`config.mk`:
```
export PLATFORM = sky130hd
export DESIGN_NAME = csr_card_state_response_unit
export DESIGN_NICKNAME = d
export VERILOG_FILES = /design/src/csr_pkg.sv /design/src/csr_tx_if.sv /design/src/csr_card_state_response_unit.sv /design/src/csr_resp_shifter.sv
export VERILOG_INCLUDE_DIRS = /design/src
export SDC_FILE = /design/constraint.sdc
export NUM_CORES = 1
export LEC_CHECK = 0
export ABC_CLOCK_PERIOD_IN_PS = 7700
export BUFFER_PORTS_ARGS = -buffer_cell sky130_fd_sc_hd__clkbuf_2
export CAP_MARGIN = 10
export CORE_ASPECT_RATIO = 1.1
export CORE_UTILIZATION = 35
export CTS_CLUSTER_SIZE = 40
export DETAILED_ROUTE_END_ITERATION = 8
export GPL_TIMING_DRIVEN = 0
export PLACE_DENSITY = 0.66
export REMOVE_ABC_BUFFERS = 1
export SETUP_SLACK_MARGIN = 0.2
export SYNTH_ARGS = -nofsm -noshare
export SYNTH_HDL_FRONTEND = slang
export SYNTH_SLANG_ARGS = --single-unit
```
`constraint.sdc`:
```
create_clock -name clk -period 7.7 [get_ports clk]
set_input_delay 1.54 -clock clk [delete_from_list [all_inputs] [get_ports clk]]
set_output_delay 1.54 -clock clk [all_outputs]
set_load 0.05 [all_outputs]
```
`src/csr_map.svh`:
```
// csr_map.svh: offsets, field positions and counts of the card state and response unit
// assumes: included by bare name from every design file that needs the figures
`ifndef CSR_MAP_SVH
`define CSR_MAP_SVH

// ****************************************
// frame geometry
// ****************************************
`define CSR_CMD_LAST 6'h2F
`define CSR_LEN_W 8
`define CSR_LEN_SHORT 8'h30
`define CSR_LEN_LONG 8'h88
`define CSR_FRAME_W 136
`define CSR_IDX_HI 45
`define CSR_IDX_LO 40
`define CSR_ARG_HI 39
`define CSR_ARG_LO 8
`define CSR_ALL_ONES6 6'h3F
`define CSR_ALL_ONES7 7'h7F
`define CSR_CRC_POLY 7'h09
`define CSR_PAD_SHORT 88

// ****************************************
// timing in bus clock cycles
// ****************************************
`define CSR_NID_CYCLES 5
`define CSR_NCR_CYCLES 2
`define CSR_WAIT_W 4

// ****************************************
// command indices
// ****************************************
`define CSR_IDX_OCR 6'h01
`define CSR_IDX_CID 6'h02
`define CSR_IDX_CSD 6'h09
`define CSR_IDX_CIDA 6'h0A
`define CSR_IDX_STREAM_RD 6'h0B
`define CSR_IDX_BLKLEN 6'h10
`define CSR_IDX_RD_SINGLE 6'h11
`define CSR_IDX_RD_MULTI 6'h12
`define CSR_IDX_STREAM_WR 6'h14
`define CSR_IDX_BLKCNT 6'h17
`define CSR_IDX_WR_SINGLE 6'h18
`define CSR_IDX_WR_MULTI 6'h19
`define CSR_IDX_PROG_CID 6'h1A
`define CSR_IDX_PROG_CSD 6'h1B
`define CSR_IDX_SET_WP 6'h1C
`define CSR_IDX_CLR_WP 6'h1D
`define CSR_IDX_SEND_WP 6'h1E
`define CSR_IDX_TAG_START 6'h23
`define CSR_IDX_TAG_END 6'h24
`define CSR_IDX_ERASE 6'h26
`define CSR_IDX_FAST_IO 6'h27
`define CSR_IDX_GO_IRQ 6'h28
`define CSR_IDX_RSV_A 6'h29
`define CSR_IDX_LOCK 6'h2A
`define CSR_IDX_RSV_LO 6'h2B
`define CSR_IDX_RSV_HI 6'h36
`define CSR_IDX_APP 6'h37
`define CSR_IDX_GEN 6'h38
`define CSR_IDX_RSV_TOP 6'h39

`endif

```
`src/csr_pkg.sv`:
```
// csr_pkg.sv: types of the card state and response unit
// assumes: nothing beyond a SystemVerilog compiler
package csr_pkg;

  typedef enum logic [10:0] {
    ST_IDLE = 11'h001,
    ST_READY = 11'h002,
    ST_IDENT = 11'h004,
    ST_STBY = 11'h008,
    ST_TRAN = 11'h010,
    ST_DATA = 11'h020,
    ST_RCV = 11'h040,
    ST_PRG = 11'h080,
    ST_DIS = 11'h100,
    ST_INA = 11'h200,
    ST_IRQ = 11'h400
  } csr_state_t;

  typedef enum logic [4:0] {
    RSP_NONE = 5'h01,
    RSP_STD = 5'h02,
    RSP_BUSY = 5'h04,
    RSP_LONG = 5'h08,
    RSP_OCR = 5'h10
  } csr_resp_t;

  typedef enum logic [3:0] {
    RX_IDLE = 4'h1,
    RX_SHIFT = 4'h2,
    RX_WAIT = 4'h4,
    RX_SEND = 4'h8
  } csr_rx_t;

  typedef struct packed {
    logic accept;
    csr_state_t nextState;
    csr_resp_t resp;
    logic useCsd;
  } csr_dec_t;

endpackage

```
`src/csr_tx_if.sv`:
```
// csr_tx_if.sv: link between the command tracker and the response shifter
// assumes: both ends run on the same clock
`timescale 1ns/1ps
`include "csr_map.svh"
interface csr_tx_if;
  logic [`CSR_FRAME_W-1:0] frame;
  logic [`CSR_LEN_W-1:0] len;
  logic openDrain;
  logic start;
  logic fallEdge;
  logic busy;
  logic lineOut;
  logic lineOe_n;
  modport ctrl (output frame, output len, output openDrain, output start, output fallEdge,
                input busy, input lineOut, input lineOe_n);
  modport shifter (input frame, input len, input openDrain, input start, input fallEdge,
                   output busy, output lineOut, output lineOe_n);
endinterface

```
`src/csr_card_state_response_unit.sv`:
```
// csr_card_state_response_unit.sv: card state tracker and response formatter
// assumes: host drives command line and bus clock, both sampled here as plain inputs
`timescale 1ns/1ps
`include "csr_map.svh"
module csr_card_state_response_unit #(
  parameter int NID = `CSR_NID_CYCLES,
  parameter int NCR = `CSR_NCR_CYCLES
) (
  input wire logic clk,
  input wire logic rst,
  input wire logic busClk,
  input wire logic cmdIn,
  input wire logic [31:0] cardStatus,
  input wire logic [31:0] ocrReg,
  input wire logic [127:0] cidReg,
  input wire logic [127:0] csdReg,
  input wire logic loadStateValid,
  input wire csr_pkg::csr_state_t loadState,
  output csr_pkg::csr_state_t cardState,
  output logic cmdOut,
  output logic cmdOe_n,
  output logic crcErr,
  output logic busyStart
);
  // ****************************************
  // helpers
  // ****************************************
  function automatic logic [6:0] crc7(input logic [39:0] d);
    logic [6:0] c;
    c = 7'h00;
    for (int i = 39; i >= 0; i--) begin
      c = {c[5:0], 1'b0} ^ ((d[i] ^ c[6]) ? `CSR_CRC_POLY : 7'h00);
    end
    return c;
  endfunction

  function automatic logic isReserved(input logic [5:0] idx);
    return (idx == `CSR_IDX_RSV_A) || (idx >= `CSR_IDX_RSV_LO && idx <= `CSR_IDX_RSV_HI)
      || (idx >= `CSR_IDX_RSV_TOP);
  endfunction

  function automatic csr_pkg::csr_dec_t decodeCmd(input csr_pkg::csr_state_t st, input logic [5:0] idx,
                                                  input logic dir);
    csr_pkg::csr_dec_t d;
    d.accept = 1'b0;
    d.nextState = st;
    d.resp = csr_pkg::RSP_NONE;
    d.useCsd = 1'b0;
    if (!isReserved(idx)) begin
      unique case (st)
        csr_pkg::ST_TRAN: begin
          d.accept = 1'b1;
          d.resp = csr_pkg::RSP_STD;
          unique case (idx)
            `CSR_IDX_STREAM_RD, `CSR_IDX_RD_SINGLE, `CSR_IDX_RD_MULTI,
            `CSR_IDX_SEND_WP: d.nextState = csr_pkg::ST_DATA;
            `CSR_IDX_STREAM_WR, `CSR_IDX_WR_SINGLE, `CSR_IDX_WR_MULTI, `CSR_IDX_PROG_CID,
            `CSR_IDX_PROG_CSD: d.nextState = csr_pkg::ST_RCV;
            `CSR_IDX_LOCK: begin
              d.nextState = csr_pkg::ST_RCV;
              d.resp = csr_pkg::RSP_BUSY;
            end
            `CSR_IDX_SET_WP, `CSR_IDX_CLR_WP, `CSR_IDX_ERASE: begin
              d.nextState = csr_pkg::ST_PRG;
              d.resp = csr_pkg::RSP_BUSY;
            end
            `CSR_IDX_BLKLEN, `CSR_IDX_BLKCNT, `CSR_IDX_TAG_START,
            `CSR_IDX_TAG_END: d.nextState = csr_pkg::ST_TRAN;
            `CSR_IDX_APP: d.nextState = st;
            `CSR_IDX_GEN: d.nextState = dir ? csr_pkg::ST_DATA : csr_pkg::ST_RCV;
            default: begin
              d.accept = 1'b0;
              d.resp = csr_pkg::RSP_NONE;
            end
          endcase
        end
        csr_pkg::ST_STBY: begin
          d.accept = 1'b1;
          unique case (idx)
            `CSR_IDX_APP: d.resp = csr_pkg::RSP_STD;
            `CSR_IDX_FAST_IO: d.resp = csr_pkg::RSP_NONE;
            `CSR_IDX_GO_IRQ: d.nextState = csr_pkg::ST_IRQ;
            `CSR_IDX_CSD: begin
              d.resp = csr_pkg::RSP_LONG;
              d.useCsd = 1'b1;
            end
            `CSR_IDX_CIDA: d.resp = csr_pkg::RSP_LONG;
            default: d.accept = 1'b0;
          endcase
        end
        csr_pkg::ST_IDLE: begin
          d.accept = (idx == `CSR_IDX_OCR);
          d.resp = d.accept ? csr_pkg::RSP_OCR : csr_pkg::RSP_NONE;
        end
        csr_pkg::ST_READY: begin
          d.accept = (idx == `CSR_IDX_CID);
          d.resp = d.accept ? csr_pkg::RSP_LONG : csr_pkg::RSP_NONE;
        end
        csr_pkg::ST_DATA, csr_pkg::ST_RCV, csr_pkg::ST_PRG, csr_pkg::ST_DIS: begin
          d.accept = (idx == `CSR_IDX_APP);
          d.resp = d.accept ? csr_pkg::RSP_STD : csr_pkg::RSP_NONE;
        end
        csr_pkg::ST_IRQ: begin
          d.accept = 1'b1;
          d.resp = (idx == `CSR_IDX_APP) ? csr_pkg::RSP_STD : csr_pkg::RSP_NONE;
          d.nextState = (idx == `CSR_IDX_APP) ? st : csr_pkg::ST_STBY;
        end
        default: d.accept = 1'b0;
      endcase
    end
    return d;
  endfunction

  // ****************************************
  // pin synchronisers
  // ****************************************
  logic [2:0] clkSync, next_clkSync;
  logic [2:0] cmdSync, next_cmdSync;
  logic clkLevel, next_clkLevel;
  logic cmdLevel, next_cmdLevel;
  logic clkPrev, next_clkPrev;
  logic busRise;
  logic busFall;

  always_comb begin
    next_clkSync = {clkSync[1:0], busClk};
    next_cmdSync = {cmdSync[1:0], cmdIn};
    next_clkLevel = (clkSync[1] == clkSync[2]) ? clkSync[2] : clkLevel;
    next_cmdLevel = (cmdSync[1] == cmdSync[2]) ? cmdSync[2] : cmdLevel;
    next_clkPrev = clkLevel;
  end

  always_ff @(posedge clk) begin
    if (rst) begin
      clkSync <= 3'h0;
      cmdSync <= 3'h7;
      clkLevel <= 1'b0;
      cmdLevel <= 1'b1;
      clkPrev <= 1'b0;
    end else begin
      clkSync <= next_clkSync;
      cmdSync <= next_cmdSync;
      clkLevel <= next_clkLevel;
      cmdLevel <= next_cmdLevel;
      clkPrev <= next_clkPrev;
    end
  end

  assign busRise = clkLevel && !clkPrev;
  assign busFall = !clkLevel && clkPrev;

  // ****************************************
  // command receive, decode and response launch
  // ****************************************
  csr_tx_if txLink ();
  csr_resp_shifter shifterInst (
    .clk(clk),
    .rst(rst),
    .tx(txLink.shifter)
  );

  csr_pkg::csr_rx_t rxState, next_rxState;
  csr_pkg::csr_state_t next_cardState;
  csr_pkg::csr_resp_t respKind, next_respKind;
  logic [47:0] shiftIn, next_shiftIn;
  logic [5:0] bitCnt, next_bitCnt;
  logic [`CSR_WAIT_W-1:0] waitCnt, next_waitCnt;
  logic [`CSR_FRAME_W-1:0] frame, next_frame;
  logic [`CSR_LEN_W-1:0] frameLen, next_frameLen;
  logic openDrain, next_openDrain;
  logic next_crcErr, next_busyStart;
  logic cmdDone, cmdOk;
  logic [47:0] fullCmd;
  logic [5:0] cmdIdx;
  logic [39:0] r1Head;
  csr_pkg::csr_dec_t dec;

  assign fullCmd = {shiftIn[46:0], cmdLevel};
  assign cmdIdx = fullCmd[`CSR_IDX_HI:`CSR_IDX_LO];
  assign cmdDone = (rxState == csr_pkg::RX_SHIFT) && busRise && (bitCnt == `CSR_CMD_LAST);
  assign cmdOk = fullCmd[46] && fullCmd[0] && (crc7(fullCmd[47:8]) == fullCmd[7:1]);
  assign dec = decodeCmd(cardState, cmdIdx, fullCmd[`CSR_ARG_LO]);
  assign r1Head = {2'b00, cmdIdx, cardStatus};

  always_comb begin
    next_rxState = rxState;
    next_cardState = cardState;
    next_respKind = respKind;
    next_shiftIn = shiftIn;
    next_bitCnt = bitCnt;
    next_waitCnt = waitCnt;
    next_frame = frame;
    next_frameLen = frameLen;
    next_openDrain = openDrain;
    next_crcErr = 1'b0;
    next_busyStart = 1'b0;
    unique case (rxState)
      csr_pkg::RX_IDLE: begin
        if (busRise && !cmdLevel) begin
          next_shiftIn = 48'h0;
          next_bitCnt = 6'h01;
          next_rxState = csr_pkg::RX_SHIFT;
        end
      end
      csr_pkg::RX_SHIFT: begin
        if (busRise) begin
          next_shiftIn = fullCmd;
          next_bitCnt = bitCnt + 6'h01;
        end
        if (cmdDone) begin
          next_rxState = csr_pkg::RX_IDLE;
          if (!cmdOk || !dec.accept) begin
            next_crcErr = !cmdOk;
            if (cardState == csr_pkg::ST_IRQ) begin
              next_cardState = csr_pkg::ST_STBY;
            end
          end else begin
            next_cardState = dec.nextState;
            next_respKind = dec.resp;
            next_openDrain = (dec.resp == csr_pkg::RSP_OCR) || (cmdIdx == `CSR_IDX_CID);
            next_waitCnt = next_openDrain ? `CSR_WAIT_W'(NID) : `CSR_WAIT_W'(NCR);
            next_frameLen = `CSR_LEN_SHORT;
            unique case (dec.resp)
              csr_pkg::RSP_STD, csr_pkg::RSP_BUSY: begin
                next_frame = {r1Head, crc7(r1Head), 1'b1, `CSR_PAD_SHORT'(0)};
              end
              csr_pkg::RSP_OCR: begin
                next_frame = {2'b00, `CSR_ALL_ONES6, ocrReg, `CSR_ALL_ONES7, 1'b1, `CSR_PAD_SHORT'(0)};
              end
              csr_pkg::RSP_LONG: begin
                next_frameLen = `CSR_LEN_LONG;
                next_frame = {2'b00, `CSR_ALL_ONES6, dec.useCsd ? csdReg[127:1] : cidReg[127:1], 1'b1};
              end
              default: next_frame = frame;
            endcase
            if (dec.resp != csr_pkg::RSP_NONE) begin
              next_rxState = csr_pkg::RX_WAIT;
            end
          end
        end
      end
      csr_pkg::RX_WAIT: begin
        if (busRise) begin
          if (waitCnt <= `CSR_WAIT_W'(1)) begin
            next_rxState = csr_pkg::RX_SEND;
          end else begin
            next_waitCnt = waitCnt - `CSR_WAIT_W'(1);
          end
        end
      end
      csr_pkg::RX_SEND: begin
        if (!txLink.busy && cmdOe_n && waitCnt == '0) begin
          next_rxState = csr_pkg::RX_IDLE;
          next_busyStart = (respKind == csr_pkg::RSP_BUSY);
        end else if (txLink.busy) begin
          next_waitCnt = '0;
        end
      end
      default: next_rxState = csr_pkg::RX_IDLE;
    endcase
    if (loadStateValid && rxState != csr_pkg::RX_SHIFT) begin
      next_cardState = loadState;
    end
  end

  always_ff @(posedge clk) begin
    if (rst) begin
      rxState <= csr_pkg::RX_IDLE;
      cardState <= csr_pkg::ST_IDLE;
      respKind <= csr_pkg::RSP_NONE;
      shiftIn <= 48'h0;
      bitCnt <= 6'h00;
      waitCnt <= '0;
      frame <= '0;
      frameLen <= '0;
      openDrain <= 1'b0;
      crcErr <= 1'b0;
      busyStart <= 1'b0;
    end else begin
      rxState <= next_rxState;
      cardState <= next_cardState;
      respKind <= next_respKind;
      shiftIn <= next_shiftIn;
      bitCnt <= next_bitCnt;
      waitCnt <= next_waitCnt;
      frame <= next_frame;
      frameLen <= next_frameLen;
      openDrain <= next_openDrain;
      crcErr <= next_crcErr;
      busyStart <= next_busyStart;
    end
  end

  assign txLink.frame = frame;
  assign txLink.len = frameLen;
  assign txLink.openDrain = openDrain;
  assign txLink.start = (rxState == csr_pkg::RX_SEND) && (waitCnt != '0);
  assign txLink.fallEdge = busFall;
  assign cmdOut = txLink.lineOut;
  assign cmdOe_n = txLink.lineOe_n;

  logic tranOk;
  assign tranOk = cmdDone && cmdOk && cardState == csr_pkg::ST_TRAN;
endmodule

```
`src/csr_resp_shifter.sv`:
```
// csr_resp_shifter.sv: shifts a response frame out on the command line
// assumes: fallEdge pulses once per falling edge of the bus clock
`timescale 1ns/1ps
`include "csr_map.svh"
module csr_resp_shifter (
  input wire logic clk,
  input wire logic rst,
  csr_tx_if.shifter tx
);
  logic [`CSR_FRAME_W-1:0] shift, next_shift;
  logic [`CSR_LEN_W-1:0] remain, next_remain;
  logic busy, next_busy;
  logic lineOut, next_lineOut;
  logic drive, next_drive;
  logic openDrain, next_openDrain;

  // ****************************************
  // shifter
  // ****************************************
  always_comb begin
    next_shift = shift;
    next_remain = remain;
    next_busy = busy;
    next_lineOut = lineOut;
    next_drive = drive;
    next_openDrain = openDrain;
    if (tx.start && !busy) begin
      next_shift = tx.frame;
      next_remain = tx.len;
      next_busy = 1'b1;
      next_openDrain = tx.openDrain;
    end else if (busy && tx.fallEdge) begin
      if (remain != '0) begin
        next_lineOut = shift[`CSR_FRAME_W-1];
        next_drive = 1'b1;
        next_shift = {shift[`CSR_FRAME_W-2:0], 1'b0};
        next_remain = remain - 8'h01;
      end else begin
        next_drive = 1'b0;
        next_lineOut = 1'b1;
        next_busy = 1'b0;
      end
    end
  end

  always_ff @(posedge clk) begin
    if (rst) begin
      shift <= '0;
      remain <= '0;
      busy <= 1'b0;
      lineOut <= 1'b1;
      drive <= 1'b0;
      openDrain <= 1'b0;
    end else begin
      shift <= next_shift;
      remain <= next_remain;
      busy <= next_busy;
      lineOut <= next_lineOut;
      drive <= next_drive;
      openDrain <= next_openDrain;
    end
  end

  // open-drain mode releases the line for ones
  assign tx.busy = busy;
  assign tx.lineOut = lineOut;
  assign tx.lineOe_n = !(drive && (!openDrain || !lineOut));
endmodule

```
# Word level (Yosys, flattened, before mapping)

Index checks and enable logic that the tools add are counted.

Bits in registers: 381
Input bits: 336
Output and inout bits: 15
Word-level logic and storage cells: 452

Add/sub/neg operators: 3
Magnitude comparators: 4
Equality and inequality tests: 66
Multiplexer cells: 136
Bitwise gates (word level): 158
Reduce and logical (&&, ||, !) cells: 63

Operator list:

| cell                                                | count |
|---|---|
| bitwise XOR 7 x 4 -> 7 bit                          | 72 |
| 2-to-1 mux 136 bit                                  | 3 |
| one-hot mux 136 bit (3 select lines)                | 1 |
| 2-to-1 mux 4 bit                                    | 90 |
| 2-to-1 mux 127 bit                                  | 1 |
| 2-to-1 mux 47 bit                                   | 2 |
| one-hot mux 47 bit (2 select lines)                 | 1 |
| 2-to-1 mux 11 bit                                   | 7 |
| equality test 6 x 5 -> 1 bit, second input constant | 12 |
| bitwise XOR 1 bit                                   | 70 |
| equality test 6 bit, second input constant          | 10 |
| one-hot mux 11 bit (5 select lines)                 | 1 |
| one-hot mux 11 bit (3 select lines)                 | 1 |
| 2-to-1 mux 8 bit                                    | 4 |
| one-hot mux 5 bit (5 select lines)                  | 1 |
| OR reduction 4 bit                                  | 5 |
| OR reduction 19 bit                                 | 1 |
| equality test 6 x 4 -> 1 bit, second input constant | 3 |
| 2-to-1 mux 18 bit                                   | 1 |
| != test 2 bit, second input constant                | 9 |
| one-hot mux 4 bit (4 select lines)                  | 1 |
| logical AND 1 bit                                   | 15 |
| OR reduction 15 bit                                 | 1 |
| >= comparator 6 bit, second input constant          | 2 |
| other kinds (64)                                    | 116 |

# Longest topological paths before layout

Gate-level depths: netlist of run 1.

Depth after elaboration: 121
Mapped depth: 15
Depth with buffers taken out: 11

# By module

A second synthesis of run 1 with hierarchy kept.

Cells, all modules: 2,143
Area total of the unflattened synthesis: 18,393.9 um2

By module, submodules not included:

| module                       | instances | cells each | area an instance (um2) | seq. area each (um2) |
|---|---|---|---|---|
| csr_card_state_response_unit | 1         | 1,342      | 12,205.5               | 4,504.3 |
| csr_resp_shifter             | 1         | 801        | 6,188.4                | 2,962.8 |

# Worst setup path after synthesis of run 1

No wires, ideal clock.

Path type: register to register
Start: register shiftIn[42]
End: register cardState[10]
Library setup time: 0.121 ns
Data arrival time: 3.543 ns
Required time: 7.579 ns
Path slack: 4.036 ns
Cell stages (with the launch flop): 15
Buffers on the path: 3
Clock period less this slack: 3.664 ns
Cells stage by stage: dfxtp_1 buf_2 xnor2_2 xnor3_1 xnor3_1 xor2_1 or2_2 mux2i_1 o221ai_2 or2_4 buf_6 o21a_4 or2_0 buf_6 mux2_4

Word-level cells in the longest chain between the ends: 62
Elaborated cells on any way between the ends: 147
Those cells by class: order compare (3); eq/ne (32); mux (35); bitwise (63); reduce/logical (14)

Ends and longest elaborated chain:

| element                                                         | line                                | source |
|---|---|---|
| start, declared                                                 | csr_card_state_response_unit.sv:165 | `logic [47:0] shiftIn, next_shiftIn;` |
| start signal, assigned                                          | csr_card_state_response_unit.sv:283 | `shiftIn <= next_shiftIn;` |
| bitwise XOR 1 bit                                               | csr_card_state_response_unit.sv:32  | `` c = {c[5:0], 1'b0} ^ ((d[i] ^ c[6]) ? `CSR_CRC_POLY : 7'h00); `` |
| 2-to-1 mux 4 bit                                                | csr_card_state_response_unit.sv:32  |  |
| bitwise XOR 7 x 4 -> 7 bit (4 in series)                        | csr_card_state_response_unit.sv:32  |  |
| bitwise XOR 1 bit or bitwise XOR 7 x 4 -> 7 bit (tied branches) | csr_card_state_response_unit.sv:32  |  |
| 2-to-1 mux 4 bit or bitwise XOR 7 x 4 -> 7 bit (tied branches)  | csr_card_state_response_unit.sv:32  |  |
| bitwise XOR 7 x 4 -> 7 bit                                      | csr_card_state_response_unit.sv:32  |  |
| bitwise XOR 7 x 4 -> 7 bit or bitwise XOR 1 bit (tied branches) | csr_card_state_response_unit.sv:32  |  |
| bitwise XOR 7 x 4 -> 7 bit or 2-to-1 mux 4 bit (tied branches)  | csr_card_state_response_unit.sv:32  |  |
| [... 43 more ...]                                               | --                                  |  |
| equality test 7 bit                                             | csr_card_state_response_unit.sv:181 | `assign cmdOk = fullCmd[46] && fullCmd[0] && (crc7(fullCmd[47:8]) == fullCmd[7:1]);` |
| logical AND 1 bit                                               | csr_card_state_response_unit.sv:181 |  |
| zero test 1 bit                                                 | csr_card_state_response_unit.sv:212 | `if (!cmdOk \|\| !dec.accept) begin` |
| logical OR 1 bit                                                | csr_card_state_response_unit.sv:212 |  |
| 2-to-1 mux 11 bit                                               | csr_card_state_response_unit.sv:212 |  |
| 2-to-1 mux 11 bit                                               | csr_card_state_response_unit.sv:210 | `if (cmdDone) begin` |
| 2-to-1 mux 11 bit                                               | csr_card_state_response_unit.sv:197 | `unique case (rxState)` |
| 2-to-1 mux 11 bit                                               | csr_card_state_response_unit.sv:261 | `if (loadStateValid && rxState != csr_pkg::RX_SHIFT) begin` |
| end signal, assigned                                            | csr_card_state_response_unit.sv:269 | `cardState <= csr_pkg::ST_IDLE;` |
| end signal, assigned                                            | csr_card_state_response_unit.sv:281 | `cardState <= next_cardState;` |
| end, declared                                                   | csr_card_state_response_unit.sv:19  | `output csr_pkg::csr_state_t cardState,` |

Several ways; a longest one is shown, not always the timed one. The select of a mux whose other input is x is not followed.
A chain may end at the register's enable or synchronous reset.

# Final worst setup path of run 1

Start: register shiftIn[43]
End: register frame[110]

Word-level cells in the longest chain between the ends: 63
Elaborated cells on any way between the ends: 157
Those cells by class: order compare (3); eq/ne (31); mux (42); bitwise (66); reduce/logical (15)

Ends and longest elaborated chain:

| element                                  | line                                | source |
|---|---|---|
| bitwise XOR 1 bit                        | csr_card_state_response_unit.sv:32  |  |
| 2-to-1 mux 4 bit                         | csr_card_state_response_unit.sv:32  |  |
| bitwise XOR 7 x 4 -> 7 bit (4 in series) | csr_card_state_response_unit.sv:32  |  |
| bitwise XOR 1 bit                        | csr_card_state_response_unit.sv:32  |  |
| 2-to-1 mux 4 bit                         | csr_card_state_response_unit.sv:32  |  |
| bitwise XOR 7 x 4 -> 7 bit (4 in series) | csr_card_state_response_unit.sv:32  |  |
| bitwise XOR 1 bit                        | csr_card_state_response_unit.sv:32  |  |
| 2-to-1 mux 4 bit                         | csr_card_state_response_unit.sv:32  |  |
| [... 41 more ...]                        | --                                  |  |
| 2-to-1 mux 4 bit                         | csr_card_state_response_unit.sv:32  |  |
| bitwise XOR 7 x 4 -> 7 bit               | csr_card_state_response_unit.sv:32  |  |
| equality test 7 bit                      | csr_card_state_response_unit.sv:181 |  |
| logical AND 1 bit                        | csr_card_state_response_unit.sv:181 |  |
| zero test 1 bit                          | csr_card_state_response_unit.sv:212 |  |
| logical OR 1 bit                         | csr_card_state_response_unit.sv:212 |  |
| NOT 1 bit (no source line)               | --                                  |  |
| AND reduction 4 bit (no source line)     | --                                  |  |
| end signal, assigned                     | csr_card_state_response_unit.sv:286 | `frame <= next_frame;` |
| end, declared                            | csr_card_state_response_unit.sv:168 | `` logic [`CSR_FRAME_W-1:0] frame, next_frame; `` |

Several ways; a longest one is shown, not always the timed one. The select of a mux whose other input is x is not followed.

==> run metrics, run 1 <==
pin count of the biggest net entering global routing=129; sequential cell area=7470 um2; EDFF count, synth=0; Vias=~16000; cts repair resizes=0; drt initial violations=around 1200; post-CTS repair timing setup buffer count=0; placer congestion estimate=0.837; RSZ-0062 raised after global routing=false; clk_lat worst skew=570 ps; Async S/R FF share, synth=0; Critical Path RT=around 8200 ps; ys flop type=dfxtp_1; number of synthesized register bits=373; fillers=approximately 4900; worst min-delay path class=reg -> reg; Post-CTS Hold Fix Bufs=0; Routed WL per cell=~16 um; Critical Path Fanout Max=30; CP cell instances=xnor2_4, xnor2_2, xnor3_1, xor2_1, xnor3_1, mux2i_1, o221ai_2, nor4_2, buf_4, buf_4, buf_4, buf_4, buf_4, nor2_1, a211oi_1; Synthesis Warnings=0; synthesized area per cell=approximately 8 um2; multi-input logic area=~9700 um2; Die Wd=between 200 and 250 um; final net count=roughly 2800; max cap viols=0; VDD IR max=around 0.16 mV; CP max stage delay=about 1100 ps; CTS buffer count=approximately 40; Clock Root Buffer=clkbuf_16; clock-pin slew of the registers on the worst-case setup and hold paths=roughly 60 ps; CTS tree=done; H-tree depth=2; Final Hold Vio Count=0; Pins Over Slew Limit=0; crit end category=register; number of port buffers=roughly 350; final worst path period share=0.696; Power Total=around 4.5 mW; gr usage total=0.191; DRC viols=0; Critical Path Start Type=register; final worst path period need=5360 ps; Die ar.=51900 um2; CTS Sinks=373; drt pass-1 iters=6; Area after DPL=between 20000 and 25000 um2; Clock Skews=28.9 ps; number of global-route vias before repair=~16000; critical path's most frequent cell=buf_4; # setup viols final=0; core area=between 50000 and 60000 um2; Pwr per Cell Area=just over 200 nW/um2; synth unique cells=between 60 and 70; Area Growth Syn to Fin=22.4%; Critical Path Slowest Stage Cell=dfxtp_1; sequential-to-total area share from yosys stat=0.418; Cells after Synth=about 2200; number of antenna violations at the first check in global routing=1; critical path class=reg -> reg; DP HPWL=between 30000 and 40000 um; first-pass GRT wire length=between 80000 and 90000 um; fin util=0.435; Routed WL=around 51000 um; final instance area=21900 um2; Via density=~5.3; Initial Util=0.355; Pleak=around 8.6 nW; status=completed; Slew @ Worst Pin=~1200 ps; Routed Antenna Nets=0; Die Ht=239 um; Rel. slew slack=0.172; Max Fclk=around 190 MHz; layout cell share with drive strength beyond 1=0.199; synthesized cell area=~18000 um2; R2R setup slack=roughly 2300 ps; clock tree buffer depth=3; CP arrival=roughly 5800 ps; total grt overflow=0; FP Rows=86; Ports=between 300 and 400
## path summary, 6_finish.rpt
kind,startpoint,to,depth (start not counted)
worst max-delay path,shiftIn[43],frame[110],15
worst max register to register,shiftIn[43],frame[110],15
worst min register to register,cmdSync[0],cmdSync[1],1
worst min-delay path,cmdSync[0],cmdSync[1],1
## cells in the final DEF, fill, tap and decap left out, drive strengths merged, types with 6 or more instances in the layout
cell,Yosys,routed
a211oi,85,85
xnor2,98,98
nor2b,15,15
nor3,13,13
and3,35,35
nor2,110,110
nor4,8,8
clkinv,0,10
nor4b,7,7
inv,13,14
nand4,9,9
bufinv,0,6
or3,6,6
nor3b,7,7
buf,20,34
nand2b,9,9
nand3b,6,6
a311oi,7,7
a21oi,266,266
clkbuf,154,404
dfxtp,373,373
or2,12,12
mux2i,93,93
xor2,36,36
nand3,13,13
o21ai,112,112
xnor3,14,14
a22oi,135,135
nand2,448,448
a31oi,9,9
## sequential cells by signal (all words and copies together) (netlist names), 2 cells and up
| register | flops |
|---|---|
| shifterInst.shift | 136 |
| frame | 134 |
| shiftIn | 47 |
| cardState | 11 |
| shifterInst.remain | 8 |
| bitCnt | 6 |
| respKind | 5 |
| rxState | 4 |
| waitCnt | 4 |
| clkSync | 3 |
| cmdSync | 3 |
| frameLen | 2 |
## cells by family after synthesis
kind of cell	count (synthesis)	synth area share
AND/OR/NAND/NOR	718	0.176
AO/OA/AOI/OAI	648	0.223
flip-flops	373	0.418
buffers and inverters	187	0.0407
XOR/XNOR	148	0.0861
multiplexers	94	0.0530
adder cells (fa/ha/maj)	5	0.00350
## cell type report
type	count	area share
multi-input cells	1613	0.446
flip-flops and latches	373	0.342
repair buffers	383	0.107
clock buffers	55	0.0526
well taps	660	0.0378
clock inverters	18	0.0126
inverters	13	0.00223
diodes	1	0.000114
## Yosys cell counts (3+ instances only)
master    instances  area share
a21oi_1         266       0.075
o21ai_0         111       0.031
nor3b_1           7      0.0029
xor2_1           36       0.018
a31oi_1           9      0.0032
o22ai_1           3      0.0011
or2_2            10      0.0035
or4_1             3      0.0013
and4b_1           5      0.0028
nand4_1           9      0.0032
nor2_1          110       0.023
dfxtp_1         373        0.42
o21bai_1          3      0.0013
or3_1             6      0.0021
buf_1            10      0.0021
buf_2             8      0.0022
xnor3_1          14       0.018
nand4b_1          4      0.0020
nor2b_1          15      0.0053
mux2i_1          93       0.052
a311oi_1          7      0.0034
ha_1              5      0.0035
nor4_1            8      0.0028
o211ai_1          4      0.0017
clkbuf_1        154       0.032
nand2_1         448       0.094
nand3_1          13      0.0036
a211oi_1         82       0.034
xnor2_2           4      0.0036
nand3b_1          6      0.0025
nand2b_1          9      0.0032
and2_1            4      0.0014
inv_1            13      0.0027
a211oi_2          3      0.0021
nor4b_1           6      0.0029
xnor2_1          93       0.046
nor3_1           13      0.0036
a22oi_1         135       0.057
and3_1           35       0.012
## metal layers
layer	part of all wire	vias to the layer above	track usage
met5	0	-	0
met4	0.018	0	0.0491
met1	0.44	7771	0.235
met2	0.50	462	0.344
li1	-	8140	-
met3	0.047	74	0.0275
## per-stage QoR
step	setup WS, ps	setup TNS [ps]	hold slack [ps]	instances
2_1_floorplan	-8840	-1462590	389	1999
3_3_place_gp	-24630	-5146760	402	3007
3_5_place_dp	2260	0	403	3041
4_1_cts	2280	0	417	3114
5_1_grt	1930	0	430	3116
6_report	2340	0	413	3116
## power breakdown
part	switching, mW	internal [mW]	total, mW
Clock	0.805	1.26	2.06
Sequential	0.00645	1.93	1.94
Combinational	0.254	0.207	0.461
Total	1.06	3.40	4.46
## critical path: cells and delay by family (launching register included)
family	cells	cell delay (ps)
and+or+nand+nor	2	720
AOI/OAI and AO/OA	2	390
muxes	1	290
DFF	1	1140
xor gates and xnor gates	5	1680
buffers and inverters	5	1040
Note: power is estimated with default switching activity, not from simulation.
==> run 2: changes to the inputs <==
- ABC_CLOCK_PERIOD_IN_PS: 7700 -> 4700
- PLACE_DENSITY: 0.66 -> 0.68
- clock period: 7.7 -> 4.7 ns (I/O delays scaled with it)
==> run 2 against run 1 <==
Effect of this change:
- sequential cell count stayed put
- non-clock buffer count rose by 1
- power increased by 62%
- first-iteration DRC count down 6.3%
- count of clock-buffer cells in the layout is 5 higher
- clock power increased by 59%
- final area rose by 0.20%
- combinational power increased by 66%
==> run metrics, run 2 (synthesis gave the netlist of run 1 again) <==
H-tree depth=2 (unchanged); Routed WL=51400 um (+1.3%); Inserted Diodes=0 (-1); max cap viols=0 (unchanged); Post-Place Cells=3039 (-0.066%); final net count=2768 (+0.072%); Pint=5.46 mW (+61%); part of the power in registers=0.440 (+0.005); biggest regs=shifterInst.shift x136, frame x134, shiftIn x47; drt pass-1 iters=5 (-1); status=completed; clock-pin slew of the registers on the worst-case setup and hold paths=60 ps (about the same); number of port buffers=348 (unchanged); hold_ws=413 ps (+0.617 ps); sw frac=0.243 (+0.00438); Pwr per Cell Area=329 nW/um2 (+61%); Clock Root Buffer=clkbuf_16; Initial Util=0.355 (unchanged); NetSw=1.75 mW (+65%); Clock Power Share=0.454 (-0.008); critical path class=reg -> reg; # setup viols final=0 (unchanged); Clock Skews=17.6 ps (-11.4 ps); gr usage total=0.190 (-0.000556); Area Growth Syn to Fin=22.7%; max reg flops=136 (unchanged); Routed Antenna Nets=0 (unchanged); number of antenna violations at the first check in global routing=0 (-1); first-pass GRT wire length=80600 um (-0.19%); VDD IR max=0.224 mV (+40%); Critical Path Start Type=register; Die ar.=51900 um2 (unchanged); Max Fclk=234 MHz (+25%); Vias=16600 (+1.0%); largest register by flop count=shifterInst.shift; pin count of the biggest net entering global routing=128 (-0.78%); Setup WS pre-CTS=-592 ps (-2860 ps); Ports=351 (unchanged); Slew @ Worst Pin=1010 ps (-228 ps); FP Rows=86 (unchanged); commonest non-fill, non-tap cell in the layout=nand2_1; Die Ht=239 um (unchanged); Area after DPL=20400 um2 (-0.24%); crit end category=register; RSZ-0062 raised after global routing=false; Final Hold Vio Count=0 (unchanged); clk_lat worst skew=550 ps (-20 ps); final instance area=21900 um2 (+0.20%); CTS buffer count=41 (unchanged); Via density=5.33 (+0.97%); CTS tree=done; number of global-route vias before repair=16000 (+0.056%); DP HPWL=35800 um (about the same); Critical Path RT=5150 ps (-3020 ps); DRC viols=0 (unchanged); placer congestion estimate=0.839 (+0.35%); layout cell share with drive strength beyond 1=0.206 (+0.00708); final worst path period need=4270 ps (-1090 ps); Pins Over Slew Limit=0 (unchanged); Cell Count, Final, Fillers Out=3118 (+0.064%); CP arrival=4730 ps (-1100 ps); most frequent cells in the layout=nand2_1 (448), dfxtp_1 (366), clkbuf_2 (347); fin worst setup slack=426 ps (-1910 ps); CTS Sinks=373 (unchanged); fin util=0.436 (+0.000871); final worst path period share=0.909 (+0.213); Pleak=8.65 nW (+0.26%); Routed WL per cell=16.5 um (+1.2%); core area=50300 um2 (unchanged); Rel. slew slack=0.324 (+0.152); drt initial violations=1154 (-6.3%); Die Wd=217 um (unchanged); fillers=4909 (-0.43%); total grt overflow=0 (unchanged); Post-CTS Hold Fix Bufs=0 (unchanged); worst min-delay path class=reg -> reg; Comb power frac=0.106 (+0.003); clock tree buffer depth=3 (unchanged); Critical Path Fanout Max=13 (-57%)
-- run 2: cell types whose count changed in the layout (fill, tap and decap cells not counted), sizes merged --
cell | previous run | this run
clkinv | 10 | 6
diode | 1 | 0
inv | 14 | 17
buf | 34 | 36
clkbuf | 404 | 408
nor2 | 110 | 111
bufinv | 6 | 3
-- run 2: power by group through the flow --
stage                     Combinational, mW  Sequential [mW]  Clock, mW
after global placement                0.745             3.25          0
after global routing                  0.829             3.18       3.49
after CTS                             0.766             3.18       3.36
after detailed placement              0.761             3.25          0
after floorplan                       0.406             3.26          0
final                                 0.763             3.18       3.28
-- run 2: worst paths after layout --
path | startpoint | to | slack, ps | cells past startpoint
worst min register to register | cmdSync[0] | cmdSync[1] | 410 | 1
worst max-delay path | shiftIn[41] | frame[98] | 430 | 14
worst max register to register | shiftIn[41] | frame[98] | 430 | 14
worst min-delay path | cmdSync[0] | cmdSync[1] | 410 | 1
-- run 2: routing by layer --
metal,vias up,global-route usage,part of all wire
met5,-,0,0
met4,0,0.0698,0.029
met3,96,0.0233,0.052
met2,500,0.336,0.49
met1,7873,0.235,0.43
li1,8149,-,-
-- run 2: layout make-up --
class	instances	area (um2)	share of cell area
multi-input cells	1614	9830	0.449
flip-flops and latches	373	7490	0.342
repair buffers	384	2320	0.106
clock buffers	60	1210	0.0551
well taps	660	826	0.0377
clock inverters	14	174	0.00794
inverters	13	48.8	0.00223
-- run 2: stage by stage --
stage,setup TNS (ps),power [mW]
finish,0,7.22
CTS,0,7.30
detailed placement,-46460,4.01
global route,0,7.50
global placement,-5935850,3.99
floorplan,-2290110,3.67
-- run 2: worst max-delay path, stage by stage, from the launching register on --
cell,delay [ps]
dfxtp_4,420
xnor2_2,360
xnor2_1,210
xnor3_1,530
xnor3_1,380
or2_2,290
mux2i_2,250
o221ai_2,230
nor4_4,310
buf_4,280
buf_4,220
buf_4,200
buf_4,200
nor2_1,60
a211oi_1,220
-- run 2: what timing repair did --
action,CTS,global route
buffers inserted,1,3
resized for setup,17,9
pin swaps,2,1
endpoints found under the setup margin,149,68
cloned,1,0
